**src/core/rqc_map.svh**
```systemverilog
`ifndef RQC_MAP_SVH
`define RQC_MAP_SVH
`define RQC_NQ      4
`define RQC_TW      24
`define RQC_WIN     16
`define RQC_WIX     4
`define RQC_CRW     5
`define RQC_XIDW    16
`define RQC_TZERO   24'h000000
`define RQC_TONE    24'h000001
`define RQC_BZERO   16'h0000
`define RQC_BONE    16'h0001
`define RQC_CZERO   5'h00
`define RQC_XIDZERO 16'h0000
`define RQC_XIDONE  16'h0001
`endif

```
**src/core/rqc_pkg.sv**
```systemverilog
package rqc_pkg;
    // identifier range of an aborted sequence
    typedef struct packed {
        logic [15:0] ox_id;
        logic [7:0]  seq_id;
        logic [15:0] cnt_lo;
        logic [15:0] cnt_hi;
        logic        initiator;
    } rqc_qual_t;

    // header fields of a received frame
    typedef struct packed {
        logic [15:0] ox_id;
        logic [7:0]  seq_id;
        logic [15:0] seq_cnt;
        logic        is_data;
        logic        is_lc;
        logic        first_seq;
        logic        last_seq;
        logic        last_frame;
        logic        conn_start;
        logic [31:0] assoc;
    } rqc_rxhdr_t;

    // parameters handed to the upper layer
    typedef struct packed {
        logic [31:0] assoc;
        logic [63:0] name;
        logic [15:0] xid;
    } rqc_ul_t;

    typedef enum logic [1:0] {
        RQC_ST_IDLE  = 2'b00,
        RQC_ST_HOLD  = 2'b01,
        RQC_ST_READY = 2'b10
    } rqc_state_t;
endpackage : rqc_pkg

```
**src/core/rqc_qtimer.sv**
```systemverilog
`timescale 1ns/1ps
`include "rqc_map.svh"
// one qualifier slot countdown
module rqc_qtimer
    import rqc_pkg::*;
(
    input  wire logic              clk_i,
    input  wire logic              rst_i,
    input  wire logic              load_i,
    input  wire logic [`RQC_TW-1:0] value_i,
    output logic                    active_o
);
    logic [`RQC_TW-1:0] count;

    // the slot lives while the count is nonzero
    always_ff @(posedge clk_i) begin
        if (rst_i) begin
            count <= `RQC_TZERO;
        end else if (load_i) begin
            count <= value_i;
        end else if (count != `RQC_TZERO) begin
            count <= count - `RQC_TONE;
        end
    end

    assign active_o = (count != `RQC_TZERO);
endmodule : rqc_qtimer

```
**src/core/rqc_top.sv**
```systemverilog
`timescale 1ns/1ps
`include "rqc_map.svh"
module rqc_top
    import rqc_pkg::*;
(
    input  wire logic                 MCLK_I,
    input  wire logic                 RST_I,
    input  wire logic [`RQC_TW-1:0]   RATOV_CYC_I,
    input  wire logic [`RQC_TW-1:0]   EDTOV_CYC_I,
    input  wire logic                 INIT_DONE_I,
    input  wire logic                 ORDERED_ACK_I,
    input  wire logic                 INTERMIX_I,
    input  wire logic [63:0]          LOCAL_NAME_I,
    input  wire logic                 ABORT_I,
    input  wire rqc_qual_t            ABORT_QUAL_I,
    input  wire logic                 TX_REQ_I,
    input  wire rqc_qual_t            TX_QUAL_I,
    input  wire logic [`RQC_CRW-1:0]  CREDIT_I,
    input  wire logic                 TX_FRM_I,
    input  wire logic [`RQC_WIX-1:0]  TX_FRM_CNT_I,
    input  wire logic                 ACK_IN_I,
    input  wire logic [`RQC_WIX-1:0]  ACK_IN_CNT_I,
    input  wire logic                 RX_VLD_I,
    input  wire rqc_rxhdr_t           RX_HDR_I,
    input  wire logic                 RX_BUF_AVAIL_I,
    input  wire logic                 TERM_I,
    input  wire logic [`RQC_XIDW-1:0] TERM_OXID_I,
    output logic                      START_OK_O,
    output logic                      TX_GNT_O,
    output logic                      TX_CREDIT_OK_O,
    output logic                      QL_FULL_O,
    output logic                      RX_PASS_O,
    output logic                      RX_DROP_O,
    output logic                      RX_BUSY_O,
    output logic                      ACK_OUT_O,
    output logic [`RQC_WIX-1:0]       ACK_OUT_CNT_O,
    output logic                      SEQ_DONE_O,
    output logic                      SEQ_TMO_O,
    output logic                      UL_OPEN_O,
    output logic                      UL_CLOSE_O,
    output rqc_ul_t                   UL_INFO_O,
    output logic                      OXID_REL_O,
    output logic [`RQC_XIDW-1:0]      OXID_REL_VAL_O
);
    //**************************************************************
    // startup hold
    //**************************************************************
    rqc_state_t          state;
    rqc_state_t          next_state;
    logic [`RQC_TW-1:0]  hold_cnt;
    wire                 hold_end = (hold_cnt == `RQC_TONE);

    // old frames from before init may still be in the fabric
    always_comb begin
        next_state = state;
        case (state)
            RQC_ST_IDLE:  if (INIT_DONE_I) next_state = RQC_ST_HOLD;
            // a fresh init in the last hold cycle restarts the wait instead
            RQC_ST_HOLD:  if (hold_end && !INIT_DONE_I) next_state = RQC_ST_READY;
            RQC_ST_READY: if (INIT_DONE_I) next_state = RQC_ST_HOLD;
            default:      next_state = RQC_ST_IDLE;
        endcase
    end

    always_ff @(posedge MCLK_I) begin
        if (RST_I) begin
            state    <= RQC_ST_IDLE;
            hold_cnt <= `RQC_TZERO;
        end else begin
            state <= next_state;
            if (INIT_DONE_I) begin
                hold_cnt <= RATOV_CYC_I;
            end else if (hold_cnt != `RQC_TZERO) begin
                hold_cnt <= hold_cnt - `RQC_TONE;
            end
        end
    end

    assign START_OK_O = (state == RQC_ST_READY);

    //**************************************************************
    // recovery qualifier list
    //**************************************************************
    rqc_qual_t             qual [`RQC_NQ];
    logic [`RQC_NQ-1:0]    q_act;
    logic [`RQC_NQ-1:0]    q_load;
    logic [`RQC_NQ-1:0]    hit_tx;
    logic [`RQC_NQ-1:0]    hit_rx;
    logic [`RQC_NQ-1:0]    free_one;

    // lowest free slot takes the new entry; full list refuses it
    assign free_one = ~q_act & (q_act + `RQC_NQ'(1));
    assign q_load   = ABORT_I ? free_one : '0;
    assign QL_FULL_O = &q_act;

    genvar gi;
    generate
        for (gi = 0; gi < `RQC_NQ; gi = gi + 1) begin : g_q
            rqc_qtimer u_tmr (
                .clk_i    (MCLK_I),
                .rst_i    (RST_I),
                .load_i   (q_load[gi]),
                .value_i  (RATOV_CYC_I),
                .active_o (q_act[gi])
            );

            always_ff @(posedge MCLK_I) begin
                if (RST_I) begin
                    qual[gi] <= '0;
                end else if (q_load[gi]) begin
                    qual[gi] <= ABORT_QUAL_I;
                end
            end

            // range overlap for a transmit, point hit for a received frame
            assign hit_tx[gi] = q_act[gi] &&
                                (TX_QUAL_I.ox_id == qual[gi].ox_id) &&
                                (TX_QUAL_I.seq_id == qual[gi].seq_id) &&
                                (TX_QUAL_I.cnt_lo <= qual[gi].cnt_hi) &&
                                (TX_QUAL_I.cnt_hi >= qual[gi].cnt_lo);
            assign hit_rx[gi] = q_act[gi] &&
                                (RX_HDR_I.ox_id == qual[gi].ox_id) &&
                                (RX_HDR_I.seq_id == qual[gi].seq_id) &&
                                (RX_HDR_I.seq_cnt >= qual[gi].cnt_lo) &&
                                (RX_HDR_I.seq_cnt <= qual[gi].cnt_hi) &&
                                ((qual[gi].initiator & RX_HDR_I.is_lc) |
                                 (~qual[gi].initiator & RX_HDR_I.is_data));
        end
    endgenerate

    // grant is combinational so the sequencer can start in the same cycle
    assign TX_GNT_O = TX_REQ_I && START_OK_O && !(|hit_tx);

    //**************************************************************
    // transmit credit
    //**************************************************************
    logic [`RQC_WIN-1:0] out_bits;
    logic [`RQC_TW-1:0]  ed_cnt;
    logic [`RQC_WIN-1:0] ack_clr;
    logic [`RQC_WIN-1:0] le_mask;

    function automatic logic [`RQC_CRW-1:0] rqc_pop(input logic [`RQC_WIN-1:0] v);
        logic [`RQC_CRW-1:0] n;
        n = `RQC_CZERO;
        for (int k = 0; k < `RQC_WIN; k++) begin
            n = n + `RQC_CRW'(v[k]);
        end
        return n;
    endfunction : rqc_pop

    assign le_mask = (`RQC_BONE << ACK_IN_CNT_I) | ((`RQC_BONE << ACK_IN_CNT_I) - `RQC_BONE);
    assign ack_clr = !ACK_IN_I     ? `RQC_BZERO :
                     ORDERED_ACK_I ? le_mask :
                                     (`RQC_BONE << ACK_IN_CNT_I);
    wire ed_exp = (out_bits != `RQC_BZERO) && (ed_cnt == `RQC_TONE);
    // a frame sent in the expiry cycle still takes its credit
    wire [`RQC_WIN-1:0] frm_set = TX_FRM_I ? (`RQC_BONE << TX_FRM_CNT_I) : `RQC_BZERO;
    assign TX_CREDIT_OK_O = (rqc_pop(out_bits) < CREDIT_I);

    // a lost misordered ack keeps its credit until the error timer fires
    always_ff @(posedge MCLK_I) begin
        if (RST_I) begin
            out_bits  <= `RQC_BZERO;
            ed_cnt    <= `RQC_TZERO;
            SEQ_TMO_O <= 1'b0;
        end else begin
            SEQ_TMO_O <= ed_exp;
            if (ed_exp) begin
                out_bits <= frm_set;
            end else begin
                out_bits <= (out_bits & ~ack_clr) | frm_set;
            end
            // rearm on expiry so a frame sent in that cycle can still time out
            if (ACK_IN_I || ed_exp || (TX_FRM_I && out_bits == `RQC_BZERO)) begin
                ed_cnt <= EDTOV_CYC_I;
            end else if (ed_cnt != `RQC_TZERO) begin
                ed_cnt <= ed_cnt - `RQC_TONE;
            end
        end
    end

    //**************************************************************
    // receive filter, reassembly and ack ordering
    //**************************************************************
    logic [`RQC_WIN-1:0] rx_bits;
    logic [`RQC_WIX-1:0] ack_ptr;
    logic [`RQC_WIX-1:0] last_idx;
    logic                last_seen;
    logic [`RQC_XIDW-1:0] rx_id_next;
    wire  [`RQC_WIX-1:0] rx_idx  = RX_HDR_I.seq_cnt[`RQC_WIX-1:0];
    wire                 drop    = RX_VLD_I && (|hit_rx);
    // stale frames may hold buffers; connect-start is never busied
    wire                 busy    = RX_VLD_I && !drop && !RX_BUF_AVAIL_I &&
                                   INTERMIX_I && !RX_HDR_I.conn_start;
    wire                 take    = RX_VLD_I && !drop && !busy;
    wire [`RQC_WIN-1:0]  bits_nx = rx_bits | (take && RX_HDR_I.is_data ?
                                   (`RQC_BONE << rx_idx) : `RQC_BZERO);
    wire                 lst_nx  = last_seen | (take && RX_HDR_I.last_frame);
    wire [`RQC_WIX-1:0]  lidx_nx = (take && RX_HDR_I.last_frame) ? rx_idx : last_idx;
    wire [`RQC_WIN-1:0]  need    = (`RQC_BONE << lidx_nx) |
                                   ((`RQC_BONE << lidx_nx) - `RQC_BONE);
    wire                 ord_ack = ORDERED_ACK_I && rx_bits[ack_ptr] && !SEQ_DONE_O;
    wire                 acks_ok = !ORDERED_ACK_I ||
                                   (ord_ack && ack_ptr == last_idx);
    wire                 done    = lst_nx && ((bits_nx & need) == need) && acks_ok;

    // ordered mode walks the pointer so acks leave in count order
    always_ff @(posedge MCLK_I) begin
        if (RST_I) begin
            rx_bits       <= `RQC_BZERO;
            ack_ptr       <= '0;
            last_idx      <= '0;
            last_seen     <= 1'b0;
            ACK_OUT_O     <= 1'b0;
            ACK_OUT_CNT_O <= '0;
            SEQ_DONE_O    <= 1'b0;
        end else begin
            SEQ_DONE_O <= done;
            rx_bits    <= done ? `RQC_BZERO : bits_nx;
            last_seen  <= done ? 1'b0 : lst_nx;
            last_idx   <= done ? '0 : lidx_nx;
            if (ORDERED_ACK_I) begin
                ACK_OUT_O     <= ord_ack;
                ACK_OUT_CNT_O <= ack_ptr;
                if (done) begin
                    ack_ptr <= '0;
                end else if (ord_ack) begin
                    ack_ptr <= ack_ptr + `RQC_WIX'(1);
                end
            end else begin
                ACK_OUT_O     <= take && RX_HDR_I.is_data;
                ACK_OUT_CNT_O <= rx_idx;
                ack_ptr       <= '0;
            end
        end
    end

    //**************************************************************
    // upper-layer reporting and exchange release
    //**************************************************************
    always_ff @(posedge MCLK_I) begin
        if (RST_I) begin
            RX_PASS_O      <= 1'b0;
            RX_DROP_O      <= 1'b0;
            RX_BUSY_O      <= 1'b0;
            UL_OPEN_O      <= 1'b0;
            UL_CLOSE_O     <= 1'b0;
            UL_INFO_O      <= '0;
            OXID_REL_O     <= 1'b0;
            OXID_REL_VAL_O <= `RQC_XIDZERO;
            rx_id_next     <= `RQC_XIDONE;
        end else begin
            RX_PASS_O  <= take;
            RX_DROP_O  <= drop;
            RX_BUSY_O  <= busy;
            UL_OPEN_O  <= take && RX_HDR_I.first_seq;
            UL_CLOSE_O <= take && RX_HDR_I.last_seq && !RX_HDR_I.first_seq;
            if (take && RX_HDR_I.first_seq) begin
                UL_INFO_O  <= '{assoc: RX_HDR_I.assoc, name: LOCAL_NAME_I,
                                xid: rx_id_next};
                rx_id_next <= rx_id_next + `RQC_XIDONE;
            end else if (take && RX_HDR_I.last_seq) begin
                UL_INFO_O <= '{assoc: RX_HDR_I.assoc, name: LOCAL_NAME_I,
                               xid: RX_HDR_I.ox_id};
            end
            // local terminate wins over a remote close in the same cycle
            OXID_REL_O <= TERM_I || (take && RX_HDR_I.last_seq &&
                                     !RX_HDR_I.first_seq);
            OXID_REL_VAL_O <= TERM_I ? TERM_OXID_I : RX_HDR_I.ox_id;
        end
    end
endmodule : rqc_top

```
**config.mk**
```make
export PLATFORM = sky130hd
export DESIGN_NAME = rqc_top
export DESIGN_NICKNAME = d
export VERILOG_FILES = /design/src/core/rqc_pkg.sv /design/src/core/rqc_qtimer.sv /design/src/core/rqc_top.sv
export VERILOG_INCLUDE_DIRS = /design/src /design/src/core
export SDC_FILE = /design/constraint.sdc
export NUM_CORES = 2
export LEC_CHECK = 0
export ABC_AREA = 1
export BUFFER_PORTS_ARGS = -buffer_cell sky130_fd_sc_hd__buf_2
export CORE_AREA = 5 5 465 238
export CTS_BUF_LIST = sky130_fd_sc_hd__clkbuf_8
export DETAILED_ROUTE_END_ITERATION = 8
export DIE_AREA = 0 0 470 243
export GPL_TIMING_DRIVEN = 1
export HOLD_SLACK_MARGIN = 0.02
export PLACE_DENSITY = 0.49
export SLEW_MARGIN = 0
export SYNTH_ARGS = -nofsm -noshare
export SYNTH_HDL_FRONTEND = slang
export SYNTH_SLANG_ARGS = --single-unit
```
**constraint.sdc**
```tcl
create_clock -name MCLK_I -period 9.7 [get_ports MCLK_I]
set_clock_uncertainty 0.2 [all_clocks]
set_input_delay 0.485 -clock MCLK_I [delete_from_list [all_inputs] [get_ports MCLK_I]]
set_output_delay 0.485 -clock MCLK_I [all_outputs]
set_load 0.01 [all_outputs]
```
* After elaboration in Yosys (flattened, before gate mapping)
Memories as Yosys holds them, arrays and structs flattened.
Cells that the tools add are included.
Widths: inputs -> output; s select.
** Storage, ports and cells
- Bits in registers :: 344
- Bits in writable memories :: 228
- Bits of input ports :: 345
- Output and inout port bits :: 145
- Logic and storage cells :: 271
- Memories :: 1
** Memories
- qual :: words 4, width 57, rd ports 4, clocked after Yosys merged registers in 0, wr ports 4, line rqc_top.sv:84 : rqc_qual_t qual [`RQC_NQ];
** Cells by class
- Add/sub/neg operators :: 26
- $lt $le $gt $ge :: 18
- Equality and inequality tests :: 24
- Shifts and indexed selects :: 4
- Mux-type cells :: 47
- Bitwise gates (word level) :: 31
- Reduce and logical (&&, ||, !) cells :: 93
** Operator list (count)
- $mux 24 :: 12
- $mux 57 :: 4
- $mux 112 :: 2
- $eq 16x16->1 :: 9
- $reduce_bool 24->1 :: 6
- $sub 24x1->24 const B :: 6
- $ge 16x16->1 :: 8
- $le 16x16->1 :: 8
- $mux 16 :: 6
- $eq 8x8->1 :: 8
- $or 16x16->16 :: 4
- $shl 1x4->16 const A :: 4
- $logic_and 1x1->1 :: 57
- $add 5x1->5 :: 11
- $eq 24x1->1 const B :: 2
- $and 16x16->16 :: 2
- $sub 16x1->16 const B :: 2
- $add 16x1->16 const B :: 1
- $logic_not 16->1 :: 1
- $mux 1 :: 16
- $not 16->16 :: 1
- $reduce_bool 16->1 :: 1
- $reduce_bool 2->1 :: 7
- $mux 4 :: 3
- 28 further kinds :: 62

* Longest topological paths before layout
- Depth after elaboration :: 25
- Mapped depth :: 29
- Gate-level depth less buffers :: 27

* Cells and area by module
A second synthesis with hierarchy kept.
** Second synthesis, totals
- Cells, all modules :: 4630
- Area total of the unflattened synthesis :: 34707.0 µm²
** Modules (own cells, without submodules)
- rqc_top :: instances 1, cells each 3582, area an instance 28040.6 µm², seq. area each 11811.3 µm²
- rqc_qtimer :: instances 4, cells each 262, area an instance 1666.6 µm², seq. area each 480.5 µm²

* Worst setup path after synthesis
Ideal clock, no wire load.
- Kind :: reg-to-output
- Start :: register out_bits[0]
- End :: output port TX_CREDIT_OK_O
- Arrival :: 3832 ps
- Data required time :: 9015 ps
- Path slack :: 5183 ps
- Cell stages (with the launch flop) :: 16
- Path buffers :: 0
- Cell sequence :: dfxtp_1 -> fa_1 -> inv_1 -> fa_1 -> fa_1 -> fa_1 -> inv_1 -> ha_1 -> fa_1 -> xor2_1 -> ha_1 -> inv_1 -> nor2_1 -> o21ai_0 -> nand2_1 -> a21oi_1
** On the way
- Longest elaborated chain between the ends :: 16
** RTL lines
- start, declared :: line rqc_top.sv:137 : logic [`RQC_WIN-1:0] out_bits;
- start signal, assigned :: line rqc_top.sv:163 : out_bits <= `RQC_BZERO;
- start signal, assigned :: line rqc_top.sv:169 : out_bits <= frm_set;
- start signal, assigned :: line rqc_top.sv:171 : out_bits <= (out_bits & ~ack_clr) | frm_set;
- $add 1x1->2 :: line rqc_top.sv:146 : n = n + `RQC_CRW'(v[k]);
- $add 2x1->3 :: line rqc_top.sv:146
- $add 3x1->4 :: line rqc_top.sv:146
- $add 4x1->5 :: line rqc_top.sv:146
- $add 5x1->5 (11 in series) :: line rqc_top.sv:146
- $lt 5x5->1 :: line rqc_top.sv:158 : assign TX_CREDIT_OK_O = (rqc_pop(out_bits) < CREDIT_I);
- end, declared :: line rqc_top.sv:30 : output logic TX_CREDIT_OK_O,
Every way passes these cells.

* Final worst setup path
- Start :: input port RX_HDR_I[38] (netlist name)
- End :: register UL_INFO_O[5] (netlist name)
** On the way
- Longest elaborated chain between the ends :: 15
- Elaborated cells between the ends (all ways) :: 33
- Those cells by class :: 8 x order compare; 1 x mux; 24 x reduce/logical
** RTL lines
- start, declared :: line rqc_top.sv:24 : input wire rqc_rxhdr_t RX_HDR_I,
- $ge 16x16->1 :: line rqc_top.sv:124 : (RX_HDR_I.seq_cnt >= qual[gi].cnt_lo) &&
- $logic_and 1x1->1 :: line rqc_top.sv:123 : (RX_HDR_I.seq_id == qual[gi].seq_id) &&
- $logic_and 1x1->1 :: line rqc_top.sv:124
- $logic_and 1x1->1 :: line rqc_top.sv:125 : (RX_HDR_I.seq_cnt <= qual[gi].cnt_hi) &&
- $reduce_or 4->1 * :: line rqc_top.sv:191 : wire drop = RX_VLD_I && (|hit_rx);
- $logic_and 1x1->1 * :: line rqc_top.sv:191
- $logic_not 1->1 * :: line rqc_top.sv:193, rqc_top.sv:195
- $logic_and 1x1->1 * :: line rqc_top.sv:193, rqc_top.sv:195
- $logic_and 1x1->1 (2 in series) :: line rqc_top.sv:193 : wire busy = RX_VLD_I && !drop && !RX_BUF_AVAIL_I &&
- $logic_and 1x1->1 :: line rqc_top.sv:194 : INTERMIX_I && !RX_HDR_I.conn_start;
- $logic_not 1->1 :: line rqc_top.sv:195 : wire take = RX_VLD_I && !drop && !busy;
- $logic_and 1x1->1 * :: line rqc_top.sv:195
- $logic_and 1x1->1, on equally long branches :: line rqc_top.sv:258, rqc_top.sv:262
- $mux 112 / $reduce_bool 2->1 (equally long branches)
- end signal, assigned :: line rqc_top.sv:259 : UL_INFO_O <= '{assoc: RX_HDR_I.assoc, name: LOCAL_NAME_I,
- end signal, assigned :: line rqc_top.sv:263 : UL_INFO_O <= '{assoc: RX_HDR_I.assoc, name: LOCAL_NAME_I,
- end, declared :: line rqc_top.sv:41 : output rqc_ul_t UL_INFO_O,
Mark *: on every way between the ends. The rest lies on a longest branch, timed or not.
A chain may end at the register's enable or synchronous reset.

==> reports/metrics.cfg <==
[final_layout]
area.growth.synth_to_final_pct = 26.31
fin_nets = 5735
final_core_utilization_pct = 40.03
final_area_um2 = 42530
finalNonFillerCells = 6610
post_route_cells_drive_above_1_share_pct = 13.94

[sta]
setup-tns-final_ns = 0
worst_pin_slew_ns = 1.335
rsz_0062_raised_after_global_routing = false
highest_clock_rate_mhz = 173.0
finalWorstPathRequiredPeriod_ns = 5.781
hold_viol = 0
slew-limit-headroom_pct = 10.18
maxSlewViolCount = 0
final_setup_violating_endpoints = 0
fin_crit_sh_pct = 59.60

[global_route]
grt_start_max_net_pins = 97
first_global_vias = 30652
grt-ovfl-total = 0
antenna_found_initial = 16
track_usage_pct = 22.61
first_pass_grt_wire_length_mm = 197.1

[logic_synthesis]
synth_most_common_cell = nor2_1
synth.top_cells.by_area = dfxtp_1, edfxtp_1, ha_1, nor2_1, nand2_1
syn_avg_cell_area_um2 = 7.773
async_flop_share_pct = 0
synth_warnings = 0
ys_top_cells_by_count = nor2_1, nand2_1, inv_1, dfxtp_1, a21oi_1
synth_top_cell_by_area = dfxtp_1
yosys.area.top_type_share_pct = 20.45
postSynth.topFlopCell = dfxtp_1
ys_seq_elements = 572
ys_types = 68
netlist_instances = 4332
synth_enable_flop_cells = 228
mappedNetlistArea_um2 = 33670
sequential_cell_area_fraction_in_the_yosys_report_pct = 40.79
synth_fp_nets = 4967

[routing]
post-route-drc-count = 0
detail_route.iter0.violations = 3435
drt_wl_total_mm = 134.4
detail_route.wl_per_cell_um = 20.34
num_vias = 32500
route.antenna.remaining_nets = 0
via_per_inst = 4.917
first_pass_drt_iterations = 5

[power_and_ir_drop]
power_density_nw_per_um2 = 197.7
seq_power_share_pct = 37.4
power.leakage_uw = 0.01965
switchingPower_uw = 3265
share_comb_of_total_power_pct = 34.3
sw_frac_of_total_pct = 38.83
internal_dissipation_uw = 5143
worst_ir_drop_vdd_mv = 0.09672
clock_power_share_pct = 28.3

[status]
run_status = completed

[worst_setup_path]
worst_path_largest_cell_delay_ns = 0.71
critical-path-top-delay-family = simple AND/OR/NAND/NOR gates
critPathMostFrequentCell = nand2_1
required_ns = 10.21
crit_path_start_kind = input port
timing.critical_path.fanout_max = 79
worstPathArrival_ns = 6.30
timing.critical_path.to_type = register
cp_cell_sequence = dlygate4sd3_1 > buf_2 > inv_1 > ha_1 > nand2_1 > nor2_1 > nand2_1 > nand2_1 > nor2_1 > nand2_1 > nand2_1 > nand2_1 > nand3_1 > nand2_4 > nor3_4 > nand2_1 > nor2_4 > inv_2 > nand2_4 > buf_4 > o21ai_0 > a21oi_1
cp.buffers_inverters = 5
critical_path_class = input port to register
cell_with_the_largest_stage_delay_on_the_worst_path = nor2_4

[floorplanning]
number_of_placement_rows = 85
core_area_um2 = 106200
die_w_um = 470
starting_density_pct = 31.69
floorplan.die_area_um2 = 114200
die-height_um = 243
top_level_ports = 490

[clocking]
clock_insertion_delay_worst_skew_ns = 0.79
tritoncts = yes
clock-root-buffer = clkbuf_8
clkSinkCount = 572
clk_path_buf_depth = 3
cts_resized = 0
tritoncts.num_buffers = 94
cts_hold_buf = 292
cts.htree.levels = 3
clock_pin_slew_reported_for_the_worst_setup_and_hold_paths_after_clock_tree_synthesis_ns = 0.07
cts.repair_timing.setup_buffer_count = 0

[place]
placed_instances = 6147
post-dp-hpwl_mm = 98.50
place.gp.congestion = 0.9419
placedInstanceArea_um2 = 37600
buffer_ports.inserted = 488

[run]
drv.max_cap_violation_count = 0

[worst_hold_path]
hold_path_class = input port to register

-- path summary, 6_finish.rpt --
path | startpoint | end | slack [ns] | depth (start not counted)
min reg2reg | rx_id_next[12] | rx_id_next[12] | 0.28 | 2
max reg2reg | g_q[1].u_tmr.count[8] | qual[1][23] | 4.22 | 10
min | RX_HDR_I[41] | ACK_OUT_CNT_O[3] | 0.15 | 3
max | RX_HDR_I[38] | UL_INFO_O[5] | 3.92 | 22
-- flip-flops by register name (all words and copies together), names as in the netlist, 2 cells and up --
register,count
g_q.u_tmr.count,96
hold_cnt,24
ed_cnt,24
ACK_OUT_CNT_O,4
UL_INFO_O,112
last_idx,4
ack_ptr,4
OXID_REL_VAL_O,16
rx_id_next,16
qual,228
rx_bits,16
state,2
out_bits,16
-- power groups by stage --
stage	sequential, uW	combinational (uW)	clock (uW)
after floorplan	3140	1810	0
after global placement	3180	2700	0
after detailed placement	3180	2730	0
after CTS	3130	2840	2450
after global routing	3180	3220	2550
final	3140	2890	2380
-- area by class of cell --
type,instances,area [um^2]
sequential,572,13730
antenna,3,7.507
clock buffer,109,1500
multi-input combinational,3087,17420
timing repair buffer,802,5537
inverter,543,2043
fill,10948,63720
tap,1435,1795
clock inverter,59,493.0
-- stage by stage --
stage | setup slack, ns | hold WS [ns] | power [uW]
after floorplan | 5.183 | 0.2435 | 4948
after global placement | 3.798 | 0.2549 | 5882
after detailed placement | 3.726 | 0.2567 | 5905
after CTS | 3.977 | 0.02958 | 8420
after global routing | 3.461 | 0.08631 | 8945
final | 3.919 | 0.1494 | 8408
-- kinds of logic after synthesis --
logic type               synth area share, %
AO/OA/AOI/OAI                          12.32
flip-flops                             40.79
XOR/XNOR                               4.708
buffers and inverters                  7.685
adder cells (fa/ha/maj)                11.00
AND/OR/NAND/NOR                        23.50
-- worst register-to-register path: stages (launching register included) --
cell and delay [ns]:
dfxtp_1 0.37, nor2_1 0.25, nand2_1 0.11, nor2_1 0.24, nand2_1 0.10, nor4_1 1.02, clkinv_1 0.65, nor2_1 0.58
inv_1 0.43, nand2_4 0.42, buf_4 0.69
-- metal layers --
layer	routed length [um]	track usage [%]	part of all wire [%]
met5	34	0	0.025
met4	2066	4.058	1.5
met3	13320	6.475	9.9
met2	51030	30.09	38
met1	67960	35.61	51
-- placed cells by master (no fill, tap or decap), types with 39 or more instances in the layout --
cell type / n
a21oi_1: 281
buf_2: 487
clkbuf_8: 109
dfxtp_1: 344
dlygate4sd3_1: 292
edfxtp_1: 228
ha_1: 280
inv_1: 562
nand2_1: 692
nand3_1: 119
nand4_1: 59
nor2_1: 792
nor3_1: 103
nor4_1: 39
o21ai_0: 264
xnor2_1: 82
xor2_1: 99
Power figures use the tool's default switching activity.
